## src/shared/lshr_pkg.sv

```systemverilog
package lshr_pkg;

  // lead register layout
  localparam int          LEAD_W          = 8;
  localparam int          BIT_DSR_DTR     = 5;
  localparam int          BIT_RLSD_RTS    = 4;
  localparam int          BIT_RL_TM       = 3;
  localparam int          BIT_LL_CTS      = 2;
  localparam int          BIT_DTR_DSR     = 1;
  localparam int          BIT_RTS_RLSD    = 0;
  localparam logic [7:0]  LEAD_USED_MASK  = 8'h3F;
  localparam logic [7:0]  LIVE_RST        = 8'h00;
  localparam logic [7:0]  HIST_RST        = 8'h00;
  localparam logic [7:0]  HIST_EN_RST     = 8'h00;

  // command opcodes; any other value is unrecognized
  localparam int          OP_W            = 4;
  localparam logic [3:0]  OP_CLEAR_ERR    = 4'h1;
  localparam logic [3:0]  OP_CLEAR_PRINT  = 4'h2;
  localparam logic [3:0]  OP_QUERY_ERROR  = 4'h3;
  localparam logic [3:0]  OP_QUERY_LIVE   = 4'h4;
  localparam logic [3:0]  OP_QUERY_HIST   = 4'h5;
  localparam logic [3:0]  OP_SET_HIST_EN  = 4'h6;
  localparam logic [3:0]  OP_QUERY_HIST_EN = 4'h7;
  localparam logic [3:0]  OP_QUERY_PRINT  = 4'h8;

  // error codes held as three bcd digits
  localparam logic [11:0] ERR_NONE        = 12'h000;
  localparam logic [11:0] ERR_UNRECOGNIZED = 12'h107;
  localparam logic [11:0] ERR_PRINT_EMPTY = 12'h219;

  // message text, ascii, first character in the top byte
  localparam logic [87:0] MSG_NONE        = 88'h224E6F204572726F727322;
  localparam int          MSG_NONE_LAST   = 10;
  localparam logic [55:0] MSG_ERR_HEAD    = 56'h224552524F5228;
  localparam logic [15:0] MSG_ERR_TAIL    = 16'h2922;
  localparam int          MSG_ERR_LAST    = 11;
  localparam logic [7:0]  CH_DIGIT0       = 8'h30;

  localparam int          ERR_DEPTH_DEF   = 8;
  localparam int          PRINT_DEPTH_DEF = 16;

  typedef struct packed {
    logic dsr;
    logic dtr;
    logic rlsd;
    logic rts;
    logic rl;
    logic tm;
    logic ll;
    logic cts;
  } lshr_leads_t;

  typedef struct packed {
    logic       valid;
    logic       last;
    logic [7:0] data;
  } lshr_rsp_t;

  typedef enum logic [1:0] {
    ST_IDLE   = 2'b01,
    ST_STREAM = 2'b10
  } lshr_state_t;

endpackage

```

## src/lshr_lead_sync.sv

```systemverilog
`timescale 1ns/1ps
module lshr_lead_sync (
  input  wire logic clk,
  input  wire logic reset_n,
  input  wire logic raw,
  output logic      level
);
  logic s1_q;
  logic s2_q;
  logic s3_q;
  logic level_q;

  always_ff @(posedge clk or negedge reset_n) begin
    if (!reset_n) begin
      s1_q <= 1'b0;
      s2_q <= 1'b0;
      s3_q <= 1'b0;
    end else begin
      s1_q <= raw;
      s2_q <= s1_q;
      s3_q <= s2_q;
    end
  end

  // only a value seen on two later stages counts; filters a metastable first stage
  always_ff @(posedge clk or negedge reset_n) begin
    if (!reset_n) begin
      level_q <= 1'b0;
    end else if (s2_q == s3_q) begin
      level_q <= s3_q;
    end
  end

  assign level = level_q;
endmodule

```

## src/lshr_status_regs.sv

```systemverilog
`timescale 1ns/1ps
module lshr_status_regs
  import lshr_pkg::*;
#(
  parameter int ERR_DEPTH   = lshr_pkg::ERR_DEPTH_DEF,
  parameter int PRINT_DEPTH = lshr_pkg::PRINT_DEPTH_DEF
) (
  input  wire logic                 clk,
  input  wire logic                 reset_n,
  input  wire lshr_pkg::lshr_leads_t leads,
  input  wire logic                 emulate_dte,
  input  wire logic                 cmd_valid,
  input  wire logic [3:0]           cmd_op,
  input  wire logic [7:0]           cmd_arg,
  output logic                      cmd_ready,
  input  wire logic                 prt_valid,
  input  wire logic [7:0]           prt_data,
  output logic                      prt_ready,
  output lshr_pkg::lshr_rsp_t       rsp,
  output logic [7:0]                lead_live,
  output logic                      lead_live_state_summary
);
  import lshr_pkg::*;

  localparam int EW  = $clog2(ERR_DEPTH);
  localparam int ECW = $clog2(ERR_DEPTH + 1);
  localparam int PW  = $clog2(PRINT_DEPTH);
  localparam int PCW = $clog2(PRINT_DEPTH + 1);

  // lead synchronisers
  logic [8:0]  raw_pins;
  logic [8:0]  sync_pins;
  lshr_leads_t s_leads;
  logic        dte_s;

  assign raw_pins = {emulate_dte, leads};
  assign s_leads  = lshr_leads_t'(sync_pins[7:0]);
  assign dte_s    = sync_pins[8];

  for (genvar i = 0; i < 9; i++) begin : g_sync
    lshr_lead_sync u_sync (
      .clk     (clk),
      .reset_n (reset_n),
      .raw     (raw_pins[i]),
      .level   (sync_pins[i])
    );
  end

  // live lead map
  logic [7:0] live_d;
  logic [7:0] live_q;
  logic [7:0] rise;

  always_comb begin
    live_d               = 8'h00;
    live_d[BIT_DSR_DTR]  = dte_s ? s_leads.dtr  : s_leads.dsr;
    live_d[BIT_RLSD_RTS] = dte_s ? s_leads.rts  : s_leads.rlsd;
    live_d[BIT_RL_TM]    = dte_s ? s_leads.tm   : s_leads.rl;
    live_d[BIT_LL_CTS]   = dte_s ? s_leads.cts  : s_leads.ll;
    live_d[BIT_DTR_DSR]  = dte_s ? s_leads.dsr  : s_leads.dtr;
    live_d[BIT_RTS_RLSD] = dte_s ? s_leads.rlsd : s_leads.rts;
  end

  // a change of emulation mode may itself show up as a rise
  assign rise = live_d & ~live_q & LEAD_USED_MASK;

  always_ff @(posedge clk or negedge reset_n) begin
    if (!reset_n) begin
      live_q <= LIVE_RST;
    end else begin
      live_q <= live_d;
    end
  end

  // command decode
  lshr_state_t state_q;
  logic        cmd_ready_q;
  logic        accept;
  logic        do_clr_err;
  logic        do_clr_prt;
  logic        do_q_err;
  logic        do_q_live;
  logic        do_q_hist;
  logic        do_set_en;
  logic        do_q_en;
  logic        do_q_prt;
  logic        do_unknown;

  assign accept     = cmd_valid & cmd_ready_q;
  assign do_clr_err = accept && (cmd_op == OP_CLEAR_ERR);
  assign do_clr_prt = accept && (cmd_op == OP_CLEAR_PRINT);
  assign do_q_err   = accept && (cmd_op == OP_QUERY_ERROR);
  assign do_q_live  = accept && (cmd_op == OP_QUERY_LIVE);
  assign do_q_hist  = accept && (cmd_op == OP_QUERY_HIST);
  assign do_set_en  = accept && (cmd_op == OP_SET_HIST_EN);
  assign do_q_en    = accept && (cmd_op == OP_QUERY_HIST_EN);
  assign do_q_prt   = accept && (cmd_op == OP_QUERY_PRINT);
  assign do_unknown = accept && !(do_clr_err || do_clr_prt || do_q_err || do_q_live ||
                                  do_q_hist || do_set_en || do_q_en || do_q_prt);

  // rise history and enable mask
  logic [7:0] hist_q;
  logic [7:0] hist_en_q;
  logic       summary_q;

  always_ff @(posedge clk or negedge reset_n) begin
    if (!reset_n) begin
      hist_q <= HIST_RST;
    end else if (do_q_hist) begin
      hist_q <= rise;
    end else begin
      hist_q <= hist_q | rise;
    end
  end

  always_ff @(posedge clk or negedge reset_n) begin
    if (!reset_n) begin
      hist_en_q <= HIST_EN_RST;
    end else if (do_set_en) begin
      hist_en_q <= cmd_arg & LEAD_USED_MASK;
    end
  end

  always_ff @(posedge clk or negedge reset_n) begin
    if (!reset_n) begin
      summary_q <= 1'b0;
    end else begin
      summary_q <= |(hist_q & hist_en_q);
    end
  end

  // print buffer
  logic [7:0]     prt_mem [PRINT_DEPTH];
  logic [PW-1:0]  prt_wptr_q;
  logic [PW-1:0]  prt_rptr_q;
  logic [PCW-1:0] prt_cnt_q;
  logic [PCW-1:0] prt_cnt_d;
  logic           prt_ready_q;
  logic           prt_push;
  logic           prt_pop;
  logic           prt_empty;
  logic [PW-1:0]  prt_waddr;

  assign prt_empty = (prt_cnt_q == '0);
  assign prt_push  = prt_valid & prt_ready_q;
  assign prt_pop   = do_q_prt & ~prt_empty;
  // a byte written with the clear survives it
  assign prt_waddr = do_clr_prt ? '0 : prt_wptr_q;

  always_comb begin
    if (do_clr_prt) begin
      prt_cnt_d = prt_push ? PCW'(1) : '0;
    end else begin
      prt_cnt_d = prt_cnt_q + PCW'(prt_push) - PCW'(prt_pop);
    end
  end

  always_ff @(posedge clk) begin
    if (prt_push) begin
      prt_mem[prt_waddr] <= prt_data;
    end
  end

  always_ff @(posedge clk or negedge reset_n) begin
    if (!reset_n) begin
      prt_cnt_q   <= '0;
      prt_ready_q <= 1'b1;
    end else begin
      prt_cnt_q   <= prt_cnt_d;
      prt_ready_q <= (prt_cnt_d != PCW'(PRINT_DEPTH));
    end
  end

  always_ff @(posedge clk or negedge reset_n) begin
    if (!reset_n) begin
      prt_wptr_q <= '0;
    end else if (prt_push) begin
      prt_wptr_q <= (prt_waddr == PW'(PRINT_DEPTH - 1)) ? '0 : prt_waddr + 1'b1;
    end else if (do_clr_prt) begin
      prt_wptr_q <= '0;
    end
  end

  always_ff @(posedge clk or negedge reset_n) begin
    if (!reset_n) begin
      prt_rptr_q <= '0;
    end else if (do_clr_prt) begin
      prt_rptr_q <= '0;
    end else if (prt_pop) begin
      prt_rptr_q <= (prt_rptr_q == PW'(PRINT_DEPTH - 1)) ? '0 : prt_rptr_q + 1'b1;
    end
  end

  // error queue; when full the oldest entry is overwritten, newest kept
  logic [11:0]    err_mem [ERR_DEPTH];
  logic [EW-1:0]  err_wptr_q;
  logic [ECW-1:0] err_cnt_q;
  logic           err_push;
  logic [11:0]    err_code_in;
  logic [EW-1:0]  err_newest;

  assign err_push    = do_unknown | (do_q_prt & prt_empty);
  assign err_code_in = do_unknown ? ERR_UNRECOGNIZED : ERR_PRINT_EMPTY;
  assign err_newest  = (err_wptr_q == '0) ? EW'(ERR_DEPTH - 1) : err_wptr_q - 1'b1;

  always_ff @(posedge clk) begin
    if (err_push) begin
      err_mem[err_wptr_q] <= err_code_in;
    end
  end

  always_ff @(posedge clk or negedge reset_n) begin
    if (!reset_n) begin
      err_wptr_q <= '0;
      err_cnt_q  <= '0;
    end else if (err_push) begin
      err_wptr_q <= (err_wptr_q == EW'(ERR_DEPTH - 1)) ? '0 : err_wptr_q + 1'b1;
      if (err_cnt_q != ECW'(ERR_DEPTH)) begin
        err_cnt_q <= err_cnt_q + 1'b1;
      end
    end else if (do_clr_err) begin
      err_cnt_q <= '0;
    end
  end

  // message character generator
  function automatic logic [8:0] msg_char(input logic [11:0] code, input logic [3:0] idx);
    logic [7:0] ch;
    logic       last;
    ch   = 8'h00;
    last = 1'b0;
    if (code == ERR_NONE) begin
      ch   = MSG_NONE[8 * (MSG_NONE_LAST - int'(idx)) +: 8];
      last = (int'(idx) == MSG_NONE_LAST);
    end else begin
      case (idx)
        4'h0, 4'h1, 4'h2, 4'h3, 4'h4, 4'h5, 4'h6: ch = MSG_ERR_HEAD[8 * (6 - int'(idx)) +: 8];
        4'h7:    ch = CH_DIGIT0 + {4'h0, code[11:8]};
        4'h8:    ch = CH_DIGIT0 + {4'h0, code[7:4]};
        4'h9:    ch = CH_DIGIT0 + {4'h0, code[3:0]};
        4'hA:    ch = MSG_ERR_TAIL[15:8];
        default: ch = MSG_ERR_TAIL[7:0];
      endcase
      last = (int'(idx) == MSG_ERR_LAST);
    end
    return {last, ch};
  endfunction

  // answer sequencer
  logic [11:0] msg_code_q;
  logic [3:0]  msg_idx_q;
  lshr_rsp_t   rsp_q;
  logic [8:0]  cur_char;

  assign cur_char = msg_char(msg_code_q, msg_idx_q);

  always_ff @(posedge clk or negedge reset_n) begin
    if (!reset_n) begin
      state_q     <= ST_IDLE;
      cmd_ready_q <= 1'b1;
    end else begin
      case (state_q)
        ST_IDLE: begin
          if (do_q_err || err_push) begin
            state_q     <= ST_STREAM;
            cmd_ready_q <= 1'b0;
          end
        end
        ST_STREAM: begin
          if (cur_char[8]) begin
            state_q     <= ST_IDLE;
            cmd_ready_q <= 1'b1;
          end
        end
        default: begin
          state_q     <= ST_IDLE;
          cmd_ready_q <= 1'b1;
        end
      endcase
    end
  end

  // index restarts in idle, so a string always opens with its quote
  always_ff @(posedge clk or negedge reset_n) begin
    if (!reset_n) begin
      msg_code_q <= ERR_NONE;
      msg_idx_q  <= 4'h0;
    end else if (state_q == ST_STREAM) begin
      msg_idx_q <= msg_idx_q + 1'b1;
    end else begin
      msg_idx_q <= 4'h0;
      if (do_q_err) begin
        msg_code_q <= (err_cnt_q == '0) ? ERR_NONE : err_mem[err_newest];
      end else if (err_push) begin
        // the failed command is answered with its own message
        msg_code_q <= err_code_in;
      end
    end
  end

  always_ff @(posedge clk or negedge reset_n) begin
    if (!reset_n) begin
      rsp_q <= '0;
    end else if (state_q == ST_STREAM) begin
      rsp_q <= '{valid: 1'b1, last: cur_char[8], data: cur_char[7:0]};
    end else if (do_q_live) begin
      rsp_q <= '{valid: 1'b1, last: 1'b1, data: live_q};
    end else if (do_q_hist) begin
      rsp_q <= '{valid: 1'b1, last: 1'b1, data: hist_q};
    end else if (do_q_en) begin
      rsp_q <= '{valid: 1'b1, last: 1'b1, data: hist_en_q};
    end else if (prt_pop) begin
      rsp_q <= '{valid: 1'b1, last: 1'b1, data: prt_mem[prt_rptr_q]};
    end else begin
      rsp_q.valid <= 1'b0;
      rsp_q.last  <= 1'b0;
    end
  end

  assign cmd_ready    = cmd_ready_q;
  assign prt_ready    = prt_ready_q;
  assign rsp          = rsp_q;
  assign lead_live    = live_q;
  assign lead_live_state_summary = summary_q;
endmodule

```

## config.mk

```make
export PLATFORM = sky130hd
export DESIGN_NAME = lshr_status_regs
export DESIGN_NICKNAME = d
export VERILOG_FILES = /design/src/shared/lshr_pkg.sv /design/src/lshr_lead_sync.sv /design/src/lshr_status_regs.sv
export SDC_FILE = /design/constraint.sdc
export NUM_CORES = 1
export LEC_CHECK = 0
export ABC_AREA = 1
export BUFFER_PORTS_ARGS = -buffer_cell sky130_fd_sc_hd__buf_2
export CAP_MARGIN = 10
export CORE_MARGIN = 3
export CORE_UTILIZATION = 40
export DETAILED_ROUTE_END_ITERATION = 16
export PLACE_DENSITY = 0.63
export SLEW_MARGIN = 20
export SYNTH_ARGS = -nofsm -noshare
export SYNTH_HDL_FRONTEND = slang
export SYNTH_SLANG_ARGS = --single-unit
export TNS_END_PERCENT = 1
```

## constraint.sdc

```tcl
create_clock -name clk -period 3.3 [get_ports clk]
set_input_delay 0 -clock clk [delete_from_list [all_inputs] [get_ports clk]]
set_output_delay 0 -clock clk [all_outputs]
set_load 0.02 [all_outputs]
```

==> flow_summary.toml, run 1 <==
[sta]
max-slew-margin-rel_pct = 41.6
max_slew.worst_pin.slew_ns = 0.876
fin_skew_ns = 0.00868
hold_viol_final = 0
fin_crit_ns = 2.67
slew_viol_final = 0
fmax_mhz = 374
finalSetupTns_ns = 0
rsz0062_at_grt = "false"
period_share_pct = 80.9
finalSetupViolCount = 0

[worst_setup_path]
cp_cell_sequence = "nand2_1 > clkinv_1 > nand4_2 > nor2_2 > ha_1 > inv_1 > ha_1 > inv_1 > fa_1 > inv_1 > nand2_1 > nand2_1 > a21oi_1 > o21ai_0 > a21oi_1 > nand3_1"
cp.required_ns = 3.76
crit_slowest_cell = "dfstp_2"
worstSetupEndpointType = "flip-flop"
worst_ep_arrival_time_ns = 3.13
timing.critical_path.from = "state_q[0]$_DFFE_PN1P_"
r2r-start = "state_q[0]$_DFFE_PN1P_"
cpLargestDelayFamily = "adder cells"
critical-path-max-stage-delay_ns = 0.56
cp-start-kind = "flip-flop"
crit_fanout = 7
critPathBufInv = 4
crit_type = "reg2reg"

[hold_path]
min_from = "cmd_op[2]"
hold_path.class = "in2reg"

[placed_design]
placed_area_sq_mm = 0.0112
place_inst = 1421
port_buffers = 49
finalWeightedCongestion = 0.869
dp_hpwl_microns = 15300

[drt]
dr_total_vias = 7575
wl_per_cell_microns = 16.0
drc = 0
dr.first_iter.drc_count = 643
firstDrtPassIters = 5
vias_per_cell = 5.06
wl_microns = 24000
ant_nets = 0

[pwr]
p_switching_mw = 3.62
p_seq_share_pct = 38.7
p_per_area_mw_per_mm2 = 825
vdd_drop_max_mv = 0.473
p_leak_nw = 5.35
pwr-share-clk_pct = 31.1
swShare_pct = 35.1
total_power_mw = 10.3
p_int_mw = 6.69
combPwrFrac_pct = 30.3

[cells_and_area]
num-fill-cells = 2417
syn_to_final_growth_pct = 17.4
final_nets = 1199
final_util_pct = 47.8
register_area_sq_mm = 0.00671
multi_input_area_sq_mm = 0.00328
stdcell_count = 1497
num_antenna_cells = 0
drive_gt1_share_pct = 11.4
stdcell_area_sq_mm = 0.0125

[yosys]
yosysMostFrequentCell = "nand2_1"
synth_common_cells = "nand2_1, nor2_1, edfxtp_1, inv_1, dfrtp_1"
ys_types = 40
ys_seq_area_share_pct = 63.0
synth-async-reset-ratio_pct = 39.7
avgSynthCellArea_sq_um = 10.1
yosysWarnings = 0
syn_inst = 1054
synth_edf_count = 144
synth_area_leaders = "edfxtp_1, dfrtp_1, nand2_1, nor2_1, o21ai_0"
yosysTopAreaCellShare_pct = 40.6
synth_largest_area_cell = "edfxtp_1"
yosys_most_used_dff = "edfxtp_1"
syn_area_sq_mm = 0.0106
synth_seq_cells = 239

[clock_tree]
clkTransAtPathRegs_ns = 0.06
post_cts_buffers = 0
cts_made_buffers = 25
htree_levels = 1
ctsResizeCount = 0
root_buffer = "clkbuf_16"
clk_latency_ns = 0.52
cts_buffer_depth = 3
numClockSinks = 239
cts_tree = "built"
cts_hold_buf = 30

[floorplan]
coreArea_sq_mm = 0.0261
rows = 59
initial_core_util_pct = 40.7
die_h_microns = 169
die_w_microns = 169
design.die.area_sq_mm = 0.0286
num_io_pins = 54

[grt]
grt_pass1_vias = 7221
antenna_found_initial = 0
grt_overflow_total = 0
grt_first_pass_wirelength_microns = 38500
grt_max_degree = 69
grt_util_all_layers_pct = 16.7

[flow_run]
drv_cap = 0

[status]
status = "completed"
## worst paths after layout
path                       slack, ns                            endpoint  cells past startpoint
setup / recovery                0.63                 prt_ready$_DFF_PN1_                     16
hold / removal                  0.02           prt_rptr_q[1]$_DFFE_PN0P_                      6
setup reg to reg                0.63                 prt_ready$_DFF_PN1_                     16
hold reg to reg                 0.35     g_sync[5].u_sync.s2_q$_DFF_PN0_                      0
max in group asynchronous       2.26  g_sync[5].u_sync.level$_DFFE_PN0N_                      3
min in group asynchronous       0.14              msg_idx_q[3]$_DFF_PN0_                      2
## sequential cells by signal, summed over array words and instances (netlist names), 4 cells and up
register             count
prt_rptr_q               4
lead_live                6
prt_cnt_q                5
prt_mem                128
hist_q                   6
msg_idx_q                4
g_sync.u_sync.level      9
g_sync.u_sync.s2_q       9
g_sync.u_sync.s1_q       9
err_mem                 16
prt_wptr_q               4
hist_en_q                6
err_cnt_q                4
rsp                     10
g_sync.u_sync.s3_q       9
## stage by stage
step / worst slack [ns] / hold WS, ns
after floorplan: 0.790 / -0.296
after CTS: 0.632 / 0.0000106
after global placement: 0.683 / 0.109
after global routing: 0.333 / 0.0521
final: 0.629 / 0.0172
after detailed placement: 0.642 / 0.109
## final cells by class
cell class	instances	area share [%]
clock inverters	14	1.86
multi-input cells	660	26.2
repair buffers	97	5.47
inverters	120	3.64
flip-flops and latches	239	53.7
well taps	335	3.35
clock buffers	32	5.81
## per-layer routing
layer	global-route usage, %	vias to the layer above	part of all wire [%]
met5	0	-	0
met4	5.09	0	2.8
met3	2.70	42	5.4
met2	27.0	201	46
met1	23.5	3631	46
li1	-	3701	-
## kinds of logic (layout without fill, tap and decap cells)
group	Yosys count	count (layout)	share of synthesized area (%)
AOI/OAI and AO/OA	157	157	8.19
xor gates and xnor gates	7	7	0.576
adders and majority gates	32	32	3.62
buffers and inverters	156	263	6.30
DFF	239	239	63.0
muxes	5	5	0.529
other	1	2	0.0352
and+or+nand+nor	457	457	17.8
## cell usage in the layout (no fill, tap or decap), types with 3 or more instances in the layout
master / count
nand4_1: 8
ha_1: 22
nand3_1: 78
o22ai_1: 4
buf_4: 19
clkbuf_16: 28
edfxtp_1: 144
nand2_1: 210
bufinv_16: 6
inv_1: 112
maj3_1: 9
buf_2: 48
nor2_1: 145
xor2_1: 5
dfrtp_1: 92
a21oi_1: 30
inv_2: 4
clkbuf_1: 3
o211ai_1: 19
clkinv_2: 4
nor3_1: 6
mux2_2: 5
o21ai_0: 89
dlygate4sd3_1: 30
o21ai_1: 6
o221ai_1: 6
## power by group through the flow
stage | sequential (mW) | combinational, mW | clock (mW)
2_1_floorplan | 4.00 | 2.19 | 0
3_3_place_gp | 4.03 | 3.03 | 0
3_5_place_dp | 4.04 | 3.09 | 0
4_1_cts | 3.99 | 3.13 | 3.26
5_1_grt | 4.04 | 3.54 | 3.38
6_report | 3.99 | 3.12 | 3.20
## worst reg2reg max path, cell delays in order (launching register included)
cell	delay [ns]
dfstp_2	0.56
nand2_1	0.09
clkinv_1	0.09
nand4_2	0.11
nor2_2	0.27
ha_1	0.29
inv_1	0.05
ha_1	0.15
inv_1	0.05
fa_1	0.38
inv_1	0.06
nand2_1	0.05
nand2_1	0.06
a21oi_1	0.07
o21ai_0	0.15
a21oi_1	0.08
nand3_1	0.10
(Power assumes the default switching activity.)
==> run 2: changes to the inputs <==
Settings changed: PLACE_DENSITY 0.63 to 0.65.
Clock period 3.3 ns to 2.4 ns, I/O delays scaled along.
==> flow_summary.toml, run 2 (synthesized netlist as in run 1, its figures left out) <==
[clock_tree]
root_buffer = "clkbuf_16"
numClockSinks = 239
cts_buffer_depth = 3
clk_latency_ns = 0.53
clkTransAtPathRegs_ns = 0.06
htree_levels = 1
cts_made_buffers = 26
cts_tree = "built"

[floorplan]
coreArea_sq_mm = 0.0261
rows = 59
initial_core_util_pct = 40.7
num_io_pins = 54
design.die.area_sq_mm = 0.0286
die_h_microns = 169
die_w_microns = 169

[sta]
period_share_pct = 101
rsz0062_at_grt = "true"
timing.final.ws_setup_ns = -0.0295
finalSetupViolCount = 1
slew_viol_final = 0
fmax_mhz = 412
max_slew.worst_pin.slew_ns = 0.738
fin_skew_ns = 0.0151
fin_crit_ns = 2.43
finalSetupTns_ns = -0.0295
hold_viol_final = 0
max-slew-margin-rel_pct = 50.6

[grt]
antenna_found_initial = 0
grt_first_pass_wirelength_microns = 39100
grt_util_all_layers_pct = 16.9
grt_overflow_total = 0
grt_max_degree = 72
grt_pass1_vias = 7431

[worst_setup_path]
cp-start-kind = "flip-flop"
crit_fanout = 2
cp.required_ns = 2.84
worstSetupEndpointType = "flip-flop"
crit_type = "reg2reg"
critical-path-max-stage-delay_ns = 0.40
crit_slowest_cell = "dfrtp_1"
cp_cell_sequence = "inv_2 > ha_4 > nand2_2 > nor3_4 > nor2_4 > ha_4 > inv_2 > ha_4 > inv_2 > fa_2 > inv_1 > nand2_1 > nand2_1 > a21oi_2 > o21ai_2 > a21oi_2 > nand3_1"
worst_ep_arrival_time_ns = 2.87

[cells_and_area]
stdcell_area_sq_mm = 0.0127
num-fill-cells = 2380
drive_gt1_share_pct = 14.8
num_antenna_cells = 0
final_common_cell = "nand2_1"
syn_to_final_growth_pct = 19.5
top_register = "prt_mem"
final_util_pct = 48.7
final_cell_mix = "nand2_1, edfxtp_1, nor2_1, inv_1, dfrtp_1"
largest_register_ffs = 128
final_nets = 1219

[pwr]
vdd_drop_max_mv = 0.644
p_per_area_mw_per_mm2 = 1130
p_leak_nw = 5.43

[hold_path]
hold_path.class = "in2reg"

[drt]
dr.first_iter.drc_count = 638
wl_per_cell_microns = 16.1
top_layer_used = "met4"
dr_wl_met2_microns = 11700
dr_total_vias = 7630
drc = 0
vias_per_cell = 5.03
ant_nets = 0
wl_microns = 24400
firstDrtPassIters = 6
wl_met3_microns = 1400
wl_met1_microns = 10600

[placed_design]
finalWeightedCongestion = 0.917
port_buffers = 49
pre_cts_ws_ns = -0.0621
dp_hpwl_microns = 15900
placed_area_sq_mm = 0.0114

[status]
violations = "negative setup slack"
status = "finished, violations left"

[flow_run]
drv_cap = 0
run 2: cell count changes in the layout (fill, tap and decap cells not counted), moves of 3 or more:
cell,before,now
buf_4,19,37
inv_1,112,106
clkbuf_8,1,6
inv_2,4,9
bufinv_16,6,2
buf_12,0,3
ha_1,22,19
ha_4,0,3
nor3_1,6,3
run 2: final timing paths:
kind,from,endpoint,slack (ns),cells past startpoint
min in group asynchronous,reset_n,msg_idx_q[3]$_DFF_PN0_,0.51,4
worst min-delay path,cmd_op[0],err_cnt_q[3]$_DFFE_PN0P_,0.04,5
worst max register to register,prt_cnt_q[3]$_DFF_PN0_,prt_ready$_DFF_PN1_,-0.03,17
worst max-delay path,prt_cnt_q[3]$_DFF_PN0_,prt_ready$_DFF_PN1_,-0.03,17
worst min register to register,g_sync[1].u_sync.s1_q$_DFF_PN0_,g_sync[1].u_sync.s2_q$_DFF_PN0_,0.35,0
max in group asynchronous,reset_n,prt_ready$_DFF_PN1_,1.47,4
run 2: area by class of cell:
| class | instances | area, sq um | area share (%) |
|---|---|---|---|
| Tap cell | 335 | 419 | 3.29 |
| Clock inverter | 10 | 109 | 0.856 |
| Sequential cell | 239 | 6710 | 52.7 |
| Multi-Input combinational cell | 660 | 3370 | 26.5 |
| Clock buffer | 38 | 798 | 6.27 |
| Inverter | 120 | 460 | 3.62 |
| Timing Repair Buffer | 116 | 858 | 6.75 |
run 2: report_power, final:
part	total (mW)	internal [mW]	switching, mW	leakage [nW]
Clock	4.11	2.52	1.59	0.446
Combinational	4.82	1.63	3.19	2.57
Sequential	5.40	5.04	0.357	2.41
run 2: layer usage:
layer / vias up / track usage (%)
li1: 3746 / -
met1: 3624 / 23.0
met2: 220 / 28.2
met3: 40 / 2.70
met4: 0 / 5.19
met5: - / 0
run 2: worst max-delay path, delay by kind of cell, from the launching register on:
family,cells,cell delay (ns)
flip-flops,1,0.40
AND/OR/NAND/NOR,6,0.57
buffers and inverters,4,0.22
AO/OA/AOI/OAI,3,0.42
adder cells (fa/ha/maj),4,0.74
run 2: metrics by stage:
step,hold slack (ns),instances,power [mW]
2_1_floorplan,-0.296,1055,8.53
3_3_place_gp,-0.0527,1439,9.99
3_5_place_dp,-0.0487,1439,10.1
4_1_cts,0.0154,1516,14.3
5_1_grt,0.0696,1518,15.2
6_report,0.0384,1518,14.3
run 2: repair_timing:
action                                  CTS  global route
gates resized for setup                   3            17
hold endpoints to repair                242             0
buffers inserted                          0             2
hold buffers                             29             0
pin swaps                                 0             9
endpoints found under the setup margin   17            46
==> run 3: changes to the inputs <==
Settings changed: CAP_MARGIN 10 to 20, GPL_TIMING_DRIVEN set to 0, PLACE_DENSITY 0.65 to 0.61.
==> flow_summary.toml, run 3 (synthesized netlist as in run 1, its figures left out) <==
[sta]
period_share_pct = 101
finalSetupViolCount = 6
rsz0062_at_grt = "true"
timing.final.ws_setup_ns = -0.0263
slew_viol_final = 0
fin_skew_ns = 0.0168
hold_viol_final = 0
max_slew.worst_pin.slew_ns = 0.852
max-slew-margin-rel_pct = 43.0
fmax_mhz = 412
whs_ns = 0.0665
fin_crit_ns = 2.43

[cells_and_area]
final_nets = 1238
final_cell_mix = "nand2_1, edfxtp_1, nor2_1, inv_1, dfrtp_1"
syn_to_final_growth_pct = 21.8
largest_register_ffs = 128
final_common_cell = "nand2_1"
num_antenna_cells = 0
final_util_pct = 49.6
top_register = "prt_mem"
stdcell_area_sq_mm = 0.0130
drive_gt1_share_pct = 16.5

[grt]
antenna_found_initial = 0
grt_overflow_total = 0
grt_max_degree = 77
grt_pass1_vias = 7634
grt_first_pass_wirelength_microns = 41300
grt_util_all_layers_pct = 18.3

[status]
violations = "negative setup slack"
status = "finished, violations left"

[clock_tree]
clkTransAtPathRegs_ns = 0.07
htree_levels = 1
cts_buffer_depth = 3
cts_made_buffers = 26
root_buffer = "clkbuf_16"
numClockSinks = 239
clk_latency_ns = 0.53
cts_tree = "built"

[worst_setup_path]
r2r-start = "state_q[0]$_DFFE_PN1P_"
r2r-end = "prt_ready$_DFF_PN1_"
r2r_slack_ns = -0.03
cp_common_cell = "inv_2"
worstSetupEndpointType = "flip-flop"
crit_slowest_cell = "dfstp_2"
worst_ep_arrival_time_ns = 2.87
critical-path-max-stage-delay_ns = 0.58
cp_cell_sequence = "nand2_4 > inv_4 > nand4_4 > nor2_4 > ha_4 > inv_4 > ha_4 > inv_2 > fa_2 > inv_2 > nand2_2 > nand3_2 > inv_2 > nor3_2 > nand3_1"
worstRegToRegCells = 15
crit_type = "reg2reg"
cp.required_ns = 2.84
cp-start-kind = "flip-flop"
crit_fanout = 4

[floorplan]
design.die.area_sq_mm = 0.0286
rows = 59
initial_core_util_pct = 40.7
die_h_microns = 169
coreArea_sq_mm = 0.0261
die_w_microns = 169
num_io_pins = 54

[drt]
wl_microns = 26600
dr_total_vias = 7896
dr.first_iter.drc_count = 662
ant_nets = 0
vias_per_cell = 5.14
drc = 0
firstDrtPassIters = 7
wl_per_cell_microns = 17.3

[hold_path]
hold_end = "prt_wptr_q[3]$_DFF_PN0_"
min_from = "cmd_op[3]"
hold_path.class = "in2reg"
holdPathStages = 5

[pwr]
p_leak_nw = 5.46
vdd_drop_max_mv = 0.616
total_power_mw = 14.6
p_per_area_mw_per_mm2 = 1120

[placed_design]
dp_hpwl_microns = 17100
finalWeightedCongestion = 0.904
port_buffers = 49
placed_area_sq_mm = 0.0114

[flow_run]
drv_cap = 0
==> run 3: cell count changes in the layout (fill, tap and decap cells not counted), sizes merged <==
cell         before  now
clkbuf           38   45
dlygate4sd3      28   32
buf              88   91
clkinv            7    9
inv             118  120
bufinv            2    1
clkinvlp          3    4
==> run 3: how the worst max path moves through the flow <==
stage | startpoint | end | slack (ns) | cells past startpoint
final | state_q[0]$_DFFE_PN1P_ | prt_ready$_DFF_PN1_ | -0.03 | 15
after global routing | state_q[0]$_DFFE_PN1P_ | prt_ready$_DFF_PN1_ | -0.15 | 15
after CTS | prt_cnt_q[2]$_DFF_PN0_ | prt_ready$_DFF_PN1_ | -0.11 | 17
after detailed placement | state_q[0]$_DFFE_PN1P_ | prt_mem[9][1]$_DFFE_PP_ | -0.53 | 8
after global placement | state_q[0]$_DFFE_PN1P_ | prt_mem[3][5]$_DFFE_PP_ | -0.96 | 9
after floorplan | state_q[0]$_DFFE_PN1P_ | prt_ready$_DFF_PN1_ | 0.01 | 15
==> run 3: critical path, delay by kind of cell (launching register included) <==
family                   cells  cell delay [ns]
flip-flops                   1             0.58
adder cells (fa/ha/maj)      3             0.68
buffers and inverters        5             0.25
AND/OR/NAND/NOR              7             0.80
==> run 3: final cells by class <==
type | instances | area, sq um
Inverter | 120 | 468
Timing Repair Buffer | 99 | 781
Buffer | 36 | 218
Sequential cell | 239 | 6700
Multi-Input combinational cell | 660 | 3520
Tap cell | 335 | 419
Fill cell | 2377 | 13200
Clock buffer | 33 | 739
Clock inverter | 14 | 115
==> run 3: what timing repair did <==
item,4_1_cts,5_1_grt
pin swaps,11,16
resized for setup,45,17
hold buffers,32,0
endpoints found under the setup margin,123,136
endpoints found under the hold margin,245,0
setup buffers,7,9
==> run 3: power by group <==
group / total [mW] / switching (mW) / internal, mW
Combinational: 5.17 / 3.46 / 1.71
Clock: 3.95 / 1.65 / 2.30
Sequential: 5.45 / 0.405 / 5.04
==> run 3: through the flow <==
step / worst slack [ns] / std cells / TNS [ns]
floorplan: 0.0123 / 1055 / 0
global placement: -0.955 / 1439 / -47.98
global route: -0.152 / 1536 / -1.94
CTS: -0.107 / 1527 / -0.107
detailed placement: -0.525 / 1441 / -37.47
finish: -0.0263 / 1536 / -0.0332
==> run 3: per-layer routing <==
layer | global-route usage [%] | routed length [microns]
met4 | 5.33 | 690
met3 | 3.03 | 1760
met1 | 25.3 | 11500
met5 | 0 | 0
met2 | 29.9 | 12600
